## src/dss_params.svh

```systemverilog
`ifndef DSS_PARAMS_SVH
`define DSS_PARAMS_SVH

// ****************************************
// Timing
// ****************************************
`define DSS_CLK_PERIOD_NS      10
`define DSS_WDOG_UNIT_MS       100
// Cycles per watchdog tick of one tenth of a second
`define DSS_WDOG_TICK_CYCLES   ((`DSS_WDOG_UNIT_MS * 1000000) / `DSS_CLK_PERIOD_NS)
`define DSS_WDOG_MAX_TENTHS    10'h258

// ****************************************
// Remote command word bit positions
// ****************************************
`define DSS_CMD_RUN_BIT        0
`define DSS_CMD_INCH_BIT       1
`define DSS_CMD_PERMIT_BIT     2
`define DSS_CMD_RESET_BIT      3

// ****************************************
// Status word bit positions
// ****************************************
`define DSS_ST_READY_BIT       0
`define DSS_ST_START_BIT       1
`define DSS_ST_ENABLE_BIT      2
`define DSS_ST_COIL_BIT        3
`define DSS_ST_RUNNING_BIT     4
`define DSS_ST_REMOTE_BIT      5
`define DSS_ST_TIMEOUT_BIT     6
`define DSS_ST_RESETP_BIT      7
`define DSS_ST_STATE_LSB       8

// ****************************************
// Reset values
// ****************************************
`define DSS_CMD_RESET_VAL      16'h0000
// Pin synchroniser idle levels, stop pins high
`define DSS_PIN_SYNC_RESET     5'h18

`endif

```

## src/dss_pkg.sv

```systemverilog
package dss_pkg;

    // Sequencer state codes, in reported order
    typedef enum logic [3:0] {
        SEQ_INIT_A,
        SEQ_INIT_B,
        SEQ_HOLD,
        SEQ_STANDBY,
        SEQ_PRE_READY,
        SEQ_READY,
        SEQ_AUTOTUNE,
        SEQ_RUN,
        SEQ_ZERO_SPD,
        SEQ_QUENCH,
        SEQ_PROG_STOP,
        SEQ_STOP,
        SEQ_DELAY_STOP,
        SEQ_CUR_DECAY,
        SEQ_COAST_STOP,
        SEQ_ERROR
    } dss_state_type;

endpackage

```

## src/dss_sequencer.sv

```systemverilog
`timescale 1ns/10ps
`include "dss_params.svh"

// Contract
// - Run request is auxiliary run AND run terminal.
// - Inch request is auxiliary inch AND inch input.
// - Enable is auxiliary enable AND permit input.
// - Start flag is run request OR inch request.
// - In remote mode the remote command word replaces the run, inch and permit terminals; the stop pins still act.
// - Remote command word is 16 bits, effective only in remote mode.
// - Watchdog runs only in remote mode, period 0 to 60 seconds.
// - Zero period disables the watchdog.
// - Each command word write restarts the watchdog count.
// - A 16-bit status word reports the important flags.
// - Contactor flag equals the main coil output.
// - Drive enable flag enables or quenches the control loops.
// - System reset pulses one cycle as the drive becomes enabled.
// - Sequencer state reported as code 0 to 15.
// - Ready flag true when an enable can be accepted.
module dss_sequencer #(
    parameter int unsigned TICK_CYCLES = `DSS_WDOG_TICK_CYCLES
) (
    input  wire logic        clk_i,
    input  wire logic        sys_rst_i,
    input  wire logic        ce_i,
    input  wire logic        run_terminal_i,
    input  wire logic        inch_terminal_i,
    input  wire logic        permit_terminal_i,
    input  wire logic        program_stop_n_i,
    input  wire logic        coast_stop_n_i,
    input  wire logic        aux_run_i,
    input  wire logic        aux_inch_i,
    input  wire logic        aux_permit_i,
    input  wire logic        remote_control_select_i,
    input  wire logic [9:0]  link_watchdog_period_i,
    input  wire logic        cmd_wr_i,
    input  wire logic [15:0] cmd_wdata_i,
    input  wire logic        at_zero_speed_i,
    output logic [15:0]      remote_command_word_o,
    output logic [15:0]      sequencer_status_word_o,
    output logic [3:0]       sequencer_state_code_o,
    output logic             main_coil_o,
    output logic             main_coil_energised_o,
    output logic             drive_enable_o,
    output logic             drive_start_o,
    output logic             motor_running_flag_o,
    output logic             ready_o,
    output logic             system_reset_o,
    output logic             link_timeout_o
);

    // ****************************************
    // Terminal synchronisers
    // ****************************************
    logic [4:0] pin_s1_r;
    logic [4:0] pin_s2_r;

    // Two flops on every pin input
    always_ff @(posedge clk_i)
    begin
        if (sys_rst_i)
        begin
            pin_s1_r <= `DSS_PIN_SYNC_RESET;
            pin_s2_r <= `DSS_PIN_SYNC_RESET;
        end
        else if (ce_i)
        begin
            pin_s1_r <= {coast_stop_n_i, program_stop_n_i, permit_terminal_i,
                         inch_terminal_i, run_terminal_i};
            pin_s2_r <= pin_s1_r;
        end
    end

    logic run_pin;
    logic inch_pin;
    logic permit_pin;
    logic prog_stop;
    logic coast_stop;
    assign run_pin    = pin_s2_r[0];
    assign inch_pin   = pin_s2_r[1];
    assign permit_pin = pin_s2_r[2];
    assign prog_stop  = !pin_s2_r[3];
    assign coast_stop = !pin_s2_r[4];

    // ****************************************
    // Remote command word
    // ****************************************
    logic [15:0] cmd_r;

    // Field bus master writes the command word
    always_ff @(posedge clk_i)
    begin
        if (sys_rst_i)
            cmd_r <= `DSS_CMD_RESET_VAL;
        else if (ce_i && cmd_wr_i)
            cmd_r <= cmd_wdata_i;
    end
    assign remote_command_word_o = cmd_r;

    // ****************************************
    // Request selection
    // ****************************************
    logic run_req;
    logic inch_req;
    logic permit_req;
    logic fault_reset;
    logic remote;

    assign remote = remote_control_select_i;

    // Local AND terms, or remote word only in remote mode
    always_comb
    begin
        if (remote)
        begin
            run_req     = cmd_r[`DSS_CMD_RUN_BIT];
            inch_req    = cmd_r[`DSS_CMD_INCH_BIT];
            permit_req  = cmd_r[`DSS_CMD_PERMIT_BIT];
            fault_reset = cmd_r[`DSS_CMD_RESET_BIT];
        end
        else
        begin
            run_req     = aux_run_i && run_pin;
            inch_req    = aux_inch_i && inch_pin;
            permit_req  = aux_permit_i && permit_pin;
            fault_reset = !run_pin;
        end
    end

    // ****************************************
    // Communications watchdog
    // ****************************************
    logic wdog_expired;

    dss_watchdog #(
        .TICK_CYCLES (TICK_CYCLES)
    ) u_wdog (
        .clk_i     (clk_i),
        .sys_rst_i (sys_rst_i),
        .ce_i      (ce_i),
        .active_i  (remote),
        .period_i  (link_watchdog_period_i),
        .kick_i    (cmd_wr_i),
        .expired_o (wdog_expired)
    );

    logic timeout_r;

    // Sticky fault until a write while the watchdog is not expired, or leaving remote mode
    always_ff @(posedge clk_i)
    begin
        if (sys_rst_i)
            timeout_r <= 1'b0;
        else if (ce_i)
        begin
            if (wdog_expired)
                timeout_r <= 1'b1;
            else if (cmd_wr_i || !remote)
                timeout_r <= 1'b0;
        end
    end
    assign link_timeout_o = timeout_r;

    // ****************************************
    // Sequencer state machine
    // ****************************************
    dss_pkg::dss_state_type state_r;
    dss_pkg::dss_state_type state_nxt;
    logic start_req;
    logic stop_now;

    assign start_req = run_req || inch_req;
    assign stop_now  = coast_stop || timeout_r;

    // Next state of the start/stop sequence
    always_comb
    begin
        state_nxt = state_r;
        unique case (state_r)
            dss_pkg::SEQ_INIT_A:     state_nxt = dss_pkg::SEQ_INIT_B;
            dss_pkg::SEQ_INIT_B:     state_nxt = dss_pkg::SEQ_STANDBY;
            dss_pkg::SEQ_HOLD:
                if (!start_req)
                    state_nxt = dss_pkg::SEQ_STANDBY;
            dss_pkg::SEQ_STANDBY:
                if (!stop_now && !prog_stop)
                    state_nxt = start_req ? dss_pkg::SEQ_HOLD : dss_pkg::SEQ_PRE_READY;
            dss_pkg::SEQ_PRE_READY:
                if (stop_now || prog_stop)
                    state_nxt = dss_pkg::SEQ_STANDBY;
                else if (start_req)
                    state_nxt = dss_pkg::SEQ_READY;
            dss_pkg::SEQ_READY:
                if (stop_now)
                    state_nxt = dss_pkg::SEQ_COAST_STOP;
                else if (!start_req)
                    state_nxt = dss_pkg::SEQ_PRE_READY;
                else if (permit_req)
                    state_nxt = dss_pkg::SEQ_RUN;
            dss_pkg::SEQ_AUTOTUNE:   state_nxt = dss_pkg::SEQ_READY;
            dss_pkg::SEQ_RUN:
                if (stop_now)
                    state_nxt = dss_pkg::SEQ_COAST_STOP;
                else if (prog_stop)
                    state_nxt = dss_pkg::SEQ_PROG_STOP;
                else if (!permit_req)
                    state_nxt = dss_pkg::SEQ_QUENCH;
                else if (!start_req)
                    state_nxt = dss_pkg::SEQ_STOP;
            dss_pkg::SEQ_QUENCH:
                state_nxt = dss_pkg::SEQ_CUR_DECAY;
            dss_pkg::SEQ_PROG_STOP, dss_pkg::SEQ_STOP:
                if (stop_now)
                    state_nxt = dss_pkg::SEQ_COAST_STOP;
                else if (at_zero_speed_i)
                    state_nxt = dss_pkg::SEQ_ZERO_SPD;
            dss_pkg::SEQ_ZERO_SPD:   state_nxt = dss_pkg::SEQ_DELAY_STOP;
            dss_pkg::SEQ_DELAY_STOP: state_nxt = dss_pkg::SEQ_CUR_DECAY;
            dss_pkg::SEQ_CUR_DECAY:
                state_nxt = timeout_r ? dss_pkg::SEQ_ERROR : dss_pkg::SEQ_STANDBY;
            dss_pkg::SEQ_COAST_STOP:
                state_nxt = timeout_r ? dss_pkg::SEQ_ERROR : dss_pkg::SEQ_CUR_DECAY;
            dss_pkg::SEQ_ERROR:
                if (!timeout_r && fault_reset)
                    state_nxt = dss_pkg::SEQ_STANDBY;
        endcase
    end

    // State register
    always_ff @(posedge clk_i)
    begin
        if (sys_rst_i)
            state_r <= dss_pkg::SEQ_INIT_A;
        else if (ce_i)
            state_r <= state_nxt;
    end

    // ****************************************
    // Output flags
    // ****************************************
    logic coil_r;
    logic enable_r;
    logic start_r;
    logic ready_r;
    logic running_r;
    logic sys_reset_r;
    logic coil_nxt;
    logic enable_nxt;

    // Coil in ready, run, both stops, zero speed and delay stop; loops enabled in run and both stops
    always_comb
    begin
        coil_nxt   = (state_nxt == dss_pkg::SEQ_READY)
                  || (state_nxt == dss_pkg::SEQ_RUN)
                  || (state_nxt == dss_pkg::SEQ_STOP)
                  || (state_nxt == dss_pkg::SEQ_PROG_STOP)
                  || (state_nxt == dss_pkg::SEQ_ZERO_SPD)
                  || (state_nxt == dss_pkg::SEQ_DELAY_STOP);
        enable_nxt = (state_nxt == dss_pkg::SEQ_RUN)
                  || (state_nxt == dss_pkg::SEQ_STOP)
                  || (state_nxt == dss_pkg::SEQ_PROG_STOP);
    end

    // Registered flags and enable-edge reset pulse
    always_ff @(posedge clk_i)
    begin
        if (sys_rst_i)
        begin
            coil_r      <= 1'b0;
            enable_r    <= 1'b0;
            start_r     <= 1'b0;
            ready_r     <= 1'b0;
            running_r   <= 1'b0;
            sys_reset_r <= 1'b0;
        end
        else if (ce_i)
        begin
            coil_r      <= coil_nxt;
            enable_r    <= enable_nxt;
            start_r     <= start_req;
            ready_r     <= (state_nxt == dss_pkg::SEQ_READY);
            running_r   <= (state_nxt == dss_pkg::SEQ_RUN);
            sys_reset_r <= enable_nxt && !enable_r;
        end
    end

    assign main_coil_o            = coil_r;
    assign main_coil_energised_o  = coil_r;
    assign drive_enable_o         = enable_r;
    assign drive_start_o          = start_r;
    assign ready_o                = ready_r;
    assign motor_running_flag_o   = running_r;
    assign system_reset_o         = sys_reset_r;
    assign sequencer_state_code_o = state_r;

    // ****************************************
    // Status word
    // ****************************************
    // Flags packed for the field bus
    always_comb
    begin
        sequencer_status_word_o = 16'h0000;
        sequencer_status_word_o[`DSS_ST_READY_BIT]   = ready_r;
        sequencer_status_word_o[`DSS_ST_START_BIT]   = start_r;
        sequencer_status_word_o[`DSS_ST_ENABLE_BIT]  = enable_r;
        sequencer_status_word_o[`DSS_ST_COIL_BIT]    = coil_r;
        sequencer_status_word_o[`DSS_ST_RUNNING_BIT] = running_r;
        sequencer_status_word_o[`DSS_ST_REMOTE_BIT]  = remote;
        sequencer_status_word_o[`DSS_ST_TIMEOUT_BIT] = timeout_r;
        sequencer_status_word_o[`DSS_ST_RESETP_BIT]  = sys_reset_r;
        sequencer_status_word_o[`DSS_ST_STATE_LSB +: 4] = state_r;
    end

endmodule // dss_sequencer

```

## src/dss_watchdog.sv

```systemverilog
`timescale 1ns/10ps
`include "dss_params.svh"

module dss_watchdog #(
    parameter int unsigned TICK_CYCLES = `DSS_WDOG_TICK_CYCLES
) (
    input  wire logic       clk_i,
    input  wire logic       sys_rst_i,
    input  wire logic       ce_i,
    input  wire logic       active_i,
    input  wire logic [9:0] period_i,
    input  wire logic       kick_i,
    output logic            expired_o
);

    logic [31:0] tick_cnt_r;
    logic [9:0]  tenth_cnt_r;
    logic        armed;
    logic [9:0]  limit;

    // Period clamped to sixty seconds
    assign limit = (period_i > `DSS_WDOG_MAX_TENTHS) ? `DSS_WDOG_MAX_TENTHS : period_i;

    // Watchdog runs only in remote mode with non-zero period
    assign armed = active_i && (period_i != 10'h000);

    // ****************************************
    // Counters
    // ****************************************
    // Restart on every write, else count tenths of a second
    always_ff @(posedge clk_i)
    begin
        if (sys_rst_i)
        begin
            tick_cnt_r  <= 32'h0;
            tenth_cnt_r <= 10'h000;
            expired_o   <= 1'b0;
        end
        else if (ce_i)
        begin
            if (!armed || kick_i)
            begin
                tick_cnt_r  <= 32'h0;
                tenth_cnt_r <= 10'h000;
                expired_o   <= 1'b0;
            end
            else if (tenth_cnt_r >= limit)
                expired_o <= 1'b1;
            else if (tick_cnt_r == TICK_CYCLES - 1)
            begin
                tick_cnt_r  <= 32'h0;
                tenth_cnt_r <= tenth_cnt_r + 10'h001;
            end
            else
                tick_cnt_r <= tick_cnt_r + 32'h1;
        end
    end

endmodule // dss_watchdog
```

## config.mk

```make
export PLATFORM = sky130hd
export DESIGN_NAME = dss_sequencer
export DESIGN_NICKNAME = d
export VERILOG_FILES = /design/src/dss_pkg.sv /design/src/dss_sequencer.sv /design/src/dss_watchdog.sv
export VERILOG_INCLUDE_DIRS = /design/src
export SDC_FILE = /design/constraint.sdc
export NUM_CORES = 1
export LEC_CHECK = 0
export ABC_AREA = 1
export BUFFER_PORTS_ARGS = -buffer_cell sky130_fd_sc_hd__buf_4
export CAP_MARGIN = 40
export CORE_MARGIN = 10
export CORE_UTILIZATION = 35
export DETAILED_ROUTE_END_ITERATION = 16
export HOLD_SLACK_MARGIN = 0.08
export SYNTH_ARGS = -nofsm -noshare
export SYNTH_HDL_FRONTEND = slang
export SYNTH_HIERARCHICAL = 1
export SYNTH_SLANG_ARGS = --single-unit
```

## constraint.sdc

```tcl
create_clock -name clk_i -period 2.7 [get_ports clk_i]
set_clock_uncertainty 0.15 [all_clocks]
set_input_delay 0.27 -clock clk_i [delete_from_list [all_inputs] [get_ports clk_i]]
set_output_delay 0.27 -clock clk_i [all_outputs]
set_load 0.1 [all_outputs]
```

Word-level counts from Yosys, hierarchy flattened

Cells that the tools add are included.
W data, S select, Z words.

$add $sub $neg: 2
$lt $le $gt $ge: 2
Eq/ne operators: 23
Multiplexer cells: 33
Reductions and logical operators: 39

Operator list:

| cell                    | number |
|---|---|
| $mux W32                | 3 |
| $mux W4                 | 15 |
| $pmux W4 S14            | 1 |
| $eq A4 B4 Y1 const B    | 12 |
| $mux W10                | 4 |
| $add A32 B1 Y32 const B | 1 |
| $eq A32 B24 Y1 const B  | 1 |
| $eq A4 B3 Y1 const B    | 6 |
| $logic_or A1 B1 Y1      | 12 |
| $add A10 B1 Y10 const B | 1 |
| $ge A10 B10 Y1          | 1 |
| $gt A10 B10 Y1 const B  | 1 |
| $reduce_bool A10 Y1     | 1 |
| $eq A4 B2 Y1 const B    | 2 |
| $logic_and A1 B1 Y1     | 8 |
| $logic_not A1 Y1        | 8 |
| $mux W1                 | 8 |
| $reduce_and A2 Y1       | 3 |
| $reduce_bool A2 Y1      | 3 |
| $eq A4 B1 Y1 const B    | 1 |
| $logic_not A4 Y1        | 1 |
| $reduce_or A2 Y1        | 2 |
| $mux W3                 | 1 |
| $reduce_and A3 Y1       | 1 |
| 2 further kinds         | 2 |

Flip-flop bits (word level): 80
Input port bits: 40
Output and inout bits: 44
Logic and storage cells: 113

Longest topological paths before layout

Depth in word-level cells: 14
Mapped depth: 19

Modules after synthesis

The synthesis kept the hierarchy.

By module, submodules not included:

| module        | instances | cells an instance | area an instance (µm²) |
|---|---|---|---|
| dss_watchdog  | 1         | 572               | 3316.9 |
| dss_sequencer | 1         | 314               | 2015.7 |

Worst setup path before layout

OpenSTA, ideal clock, no wires.

Path type: register to register
Start point: register state_r[1], in the netlist sequencer_state_code_o[1]
End point: register sys_reset_r, in the netlist system_reset_o
Data arrival time: 2.258 ns
Required time: 2.483 ns
Setup slack: 0.225 ns
Cell stages (with the launch flop): 14
Path buffers: 1
Period minus slack after synthesis: 2.475 ns
Cell sequence: dfxtp_1 buf_4 nand2_2 nand3_1 nand3_1 nor2_1 nand2_2 inv_1 nand2_2 nor2_4 nand2_2 nand2_2 nand2_1 a21oi_2

Longest elaborated chain between the ends: 9
Elaborated cells on any way between the ends: 39
Classes of those cells: 18 x eq/ne; 15 x mux; 6 x reduce/logical

RTL lines:

| element                                             | line                                       | RTL |
|---|---|---|
| start, declared                                     | dss_sequencer.sv:167                       | `dss_pkg::dss_state_type state_r;` |
| start signal, assigned                              | dss_sequencer.sv:233                       | `state_r <= dss_pkg::SEQ_INIT_A;` |
| start signal, assigned                              | dss_sequencer.sv:235                       | `state_r <= state_nxt;` |
| $mux W4                                             | dss_sequencer.sv:208                       | `else if (!start_req)` |
| $mux W4                                             | dss_sequencer.sv:206                       | `else if (!permit_req)` |
| $mux W4                                             | dss_sequencer.sv:204                       | `else if (prog_stop)` |
| $mux W4                                             | dss_sequencer.sv:202                       | `if (stop_now)` |
| $pmux W4 S14 (*)                                    | dss_sequencer.sv:179                       | `unique case (state_r)` |
| $eq A4 B3 Y1 / $eq A4 B4 Y1 (equally long branches) | dss_sequencer.sv:259, dss_sequencer.sv:260 |  |
| $logic_or A1 B1 Y1                                  | dss_sequencer.sv:260                       | `\|\| (state_nxt == dss_pkg::SEQ_STOP)` |
| $logic_or A1 B1 Y1 (*)                              | dss_sequencer.sv:261                       | `\|\| (state_nxt == dss_pkg::SEQ_PROG_STOP);` |
| $logic_and A1 B1 Y1 (*)                             | dss_sequencer.sv:283                       | `sys_reset_r <= enable_nxt && !enable_r;` |
| end signal, assigned                                | dss_sequencer.sv:283                       |  |
| end, declared                                       | dss_sequencer.sv:246                       | `logic sys_reset_r;` |

Mark *: on every way between the ends. The rest lies on a longest branch, timed or not.
A chain may end at the register's enable or synchronous reset.

Worst setup path after layout

Start point: input link_watchdog_period_i[1]
End point: register u_wdog.tick_cnt_r[0]

Longest elaborated chain between the ends: 6
Elaborated cells on any way between the ends: 10
Classes of those cells: 2 x order compare; 1 x eq/ne; 2 x mux; 5 x reduce/logical

RTL lines:

| element                                                | line                | RTL |
|---|---|---|
| start, declared                                        | dss_sequencer.sv:35 | `input wire logic [9:0] link_watchdog_period_i,` |
| branches (longest 6 deep; another with $gt A10 B10 Y1) | -                   |  |
| end signal, assigned                                   | dss_watchdog.sv:55  | `tick_cnt_r <= tick_cnt_r + 32'h1;` |
| end, declared                                          | dss_watchdog.sv:16  | `logic [31:0] tick_cnt_r;` |

Several ways; the timed one is not identified.

==> flow_metrics.env <==
export IMPL_status="finished clean"
export IMPL_cp_arrival_ps=2430
export IMPL_grt_pass1_vias=5079
export IMPL_required_ps=2790
export IMPL_min_delay_path_class="in2reg"
export IMPL_post_cts_resized=0
export IMPL_endpoint_kind="flip-flop"
export IMPL_nNetsFinal=1019
export IMPL_insertion_delay_ps=350
export IMPL_netlist_instances=886
export IMPL_dr_pass1_iters=4
export IMPL_cts_tree="yes"
export IMPL_setup_viol=0
export IMPL_slew_violations=0
export IMPL_p_clk_share_pct=38.7
export IMPL_die_x_um=143
export IMPL_initial_core_util_pct=35.3
export IMPL_clock_fmax_mhz=428
export IMPL_synthFlopType="dfxtp_1"
export IMPL_seq_area_mm2=0.00160
export IMPL_grt_antenna_before_repair=0
export IMPL_num_vias=5331
export IMPL_ys_warn_count=6
export IMPL_hold_viol=0
export IMPL_rsz0062_at_grt="false"
export IMPL_track_usage_pct=14.3
export IMPL_dp_hpwl_um=10700
export IMPL_die_h_um=143
export IMPL_area_delta_synth_final_pct=22.3
export IMPL_ys_types=39
export IMPL_htree_levels=3
export IMPL_drive_above_1_share_pct=14.6
export IMPL_multi_input_area_mm2=0.00310
export IMPL_combPwrFrac_pct=23.5
export IMPL_synthArstFlopShare_pct=0
export IMPL_synth_top_area_cell="dfxtp_1"
export IMPL_pwr_share_seq_pct=37.9
export IMPL_avgSynthCellArea_um2=6.02
export IMPL_slew_headroom_pct=50.6
export IMPL_dieArea_mm2=0.0206
export IMPL_grt_overflow=0
export IMPL_grt_first_pass_wirelength_um=24200
export IMPL_antenna_cells=0
export IMPL_period_share_pct=86.5
export IMPL_yosys_top_cells_area="dfxtp_1, nand2_1, nor2_1, inv_1, nand3_1"
export IMPL_ant_nets=0
export IMPL_synth_edf_count=0
export IMPL_p_per_area_mw_per_mm2=511
export IMPL_p_total_mw=3.33
export IMPL_tns_ps=0
export IMPL_ios=84
export IMPL_fin_crit_ps=2340
export IMPL_mostFrequentLayoutCell="nand2_1"
export IMPL_portBuffers=79
export IMPL_wl_per_cell_um=12.4
export IMPL_final_cell_mix="nand2_1, nor2_1, inv_1"
export IMPL_grt_max_degree=44
export IMPL_p_int_mw=2.18
export IMPL_synth_seq_cells=80
export IMPL_peakVddDrop_mv=0.396
export IMPL_gp_congestion=0.928
export IMPL_clockBufferDepth=2
export IMPL_synth_top_cell_area_share_pct=30.0
export IMPL_syn_area_mm2=0.00533
export IMPL_drt_iter0_drc=264
export IMPL_ys_seq_area_share_pct=30.0
export IMPL_clock_tree_root_cell="clkbuf_16"
export IMPL_crit_path_max_fanout=28
export IMPL_rows=45
export IMPL_crit_path_start_kind="input port"
export IMPL_routed_wl_um=14400
export IMPL_crit_type="in2reg"
export IMPL_switching_share_pct=34.4
export IMPL_clk_pin_slew_worst_paths_ps=70
export IMPL_leakage_nw=2.86
export IMPL_fillCellCount=1647
export IMPL_numCtsBuffers=9
export IMPL_max_cap_violations=0
export IMPL_worst_slew_pin_slew_ps=740
export IMPL_core_region_area_mm2=0.0151
export IMPL_p_switching_mw=1.15
export IMPL_via_per_inst=4.60
export IMPL_cts_sinks=80
export IMPL_drc_errors=0
final timing paths:
kind	start	to	slack, ps	depth (start not counted)
worst min register to register	pin_s1_r[3]	pin_s1_r[3]	310	2
worst max-delay path	link_watchdog_period_i[1]	u_wdog/tick_cnt_r[0]	360	20
worst min-delay path	remote_control_select_i	link_timeout_o	160	3
worst max register to register	sequencer_state_code_o[2]	system_reset_o	660	14
metal layers:
metal | GRT usage, % | wire [um]
met1 | 17.5 | 6790
met2 | 24.0 | 6740
met3 | 3.99 | 748
met4 | 3.60 | 150
met5 | 0 | 0
critical path, cell delays in order:
cell,delay (ps)
buf_4,120
nor2_1,130
nand2_1,80
nand3_1,60
a21boi_0,70
o21ai_0,150
buf_4,150
inv_1,70
nor2_1,100
ha_1,250
nand2_1,60
nand2_1,50
nand2_1,50
nand2_1,40
nand2_1,70
nand3_1,110
nand2_2,140
nand2_4,210
o21ai_0,220
nor2_1,50
synthesized netlist by cell type, types with 2 or more instances:
library cell / instances
xnor2_1: 5
nand3_4: 2
nor3b_1: 2
nand3b_1: 2
nand2_1: 261
dfxtp_1: 80
buf_2: 2
clkbuf_1: 16
inv_2: 8
a21oi_1: 55
o21ai_1: 3
nor3_1: 5
buf_4: 22
nor2_4: 4
nor2_2: 4
o21ai_0: 32
nand2_4: 3
a21oi_2: 3
xor2_1: 11
inv_1: 94
ha_1: 12
nor2_1: 169
o21bai_1: 5
nand2_2: 9
nand3_1: 58
o211ai_1: 2
nand4_1: 5
metrics by stage:
step	instance area [um2]	hold WS, ps	std cells	setup WS (ps)	util, %
final	6520	156	1160	365	43.2
after global placement	6000	289	1123	61.2	39.8
after CTS	6520	148	1160	371	43.2
after detailed placement	6000	300	1123	0.349	39.8
after floorplan	5340	246	889	225	-
after global routing	6520	182	1160	85.7	43.2
cell families (layout without fill, tap and decap cells):
family,after synthesis,after routing,share of synthesized area [%]
AOI/OAI and AO/OA,104,104,10.6
xor gates and xnor gates,16,16,2.63
other,1,4,0.0703
adders and majority gates,12,12,2.82
and+or+nand+nor,527,527,41.7
buffers and inverters,146,229,12.1
DFF,80,80,30.0
flip-flops by register name, indices dropped and copies added (netlist names), 4 cells and up:
signal / count
pin_s2_r: 5
remote_command_word_o: 16
u_wdog/tick_cnt_r: 32
sequencer_state_code_o: 4
u_wdog/tenth_cnt_r: 10
pin_s1_r: 5
power by group through the flow:
stage	Combinational, mW	Sequential, mW	Clock (mW)
CTS	0.788	1.26	1.33
global placement	0.758	1.29	0
global route	0.842	1.27	1.39
detailed placement	0.760	1.29	0
floorplan	0.417	1.47	0
finish	0.782	1.26	1.29
final cells by class:
type                            instances  area share (%)
Sequential cell                        80            24.5
Multi-Input combinational cell        663            47.5
Inverter                              104            6.02
Clock inverter                          6            1.13
Tap cell                              188            3.61
Timing Repair Buffer                  109            13.5
Clock buffer                           10            3.66
what timing repair did:
item	4_1_cts	5_1_grt
hold buffers	21	0
endpoints found under the hold margin	21	0
buffers inserted	0	0
No activity file was read; power rests on OpenSTA's default activity.
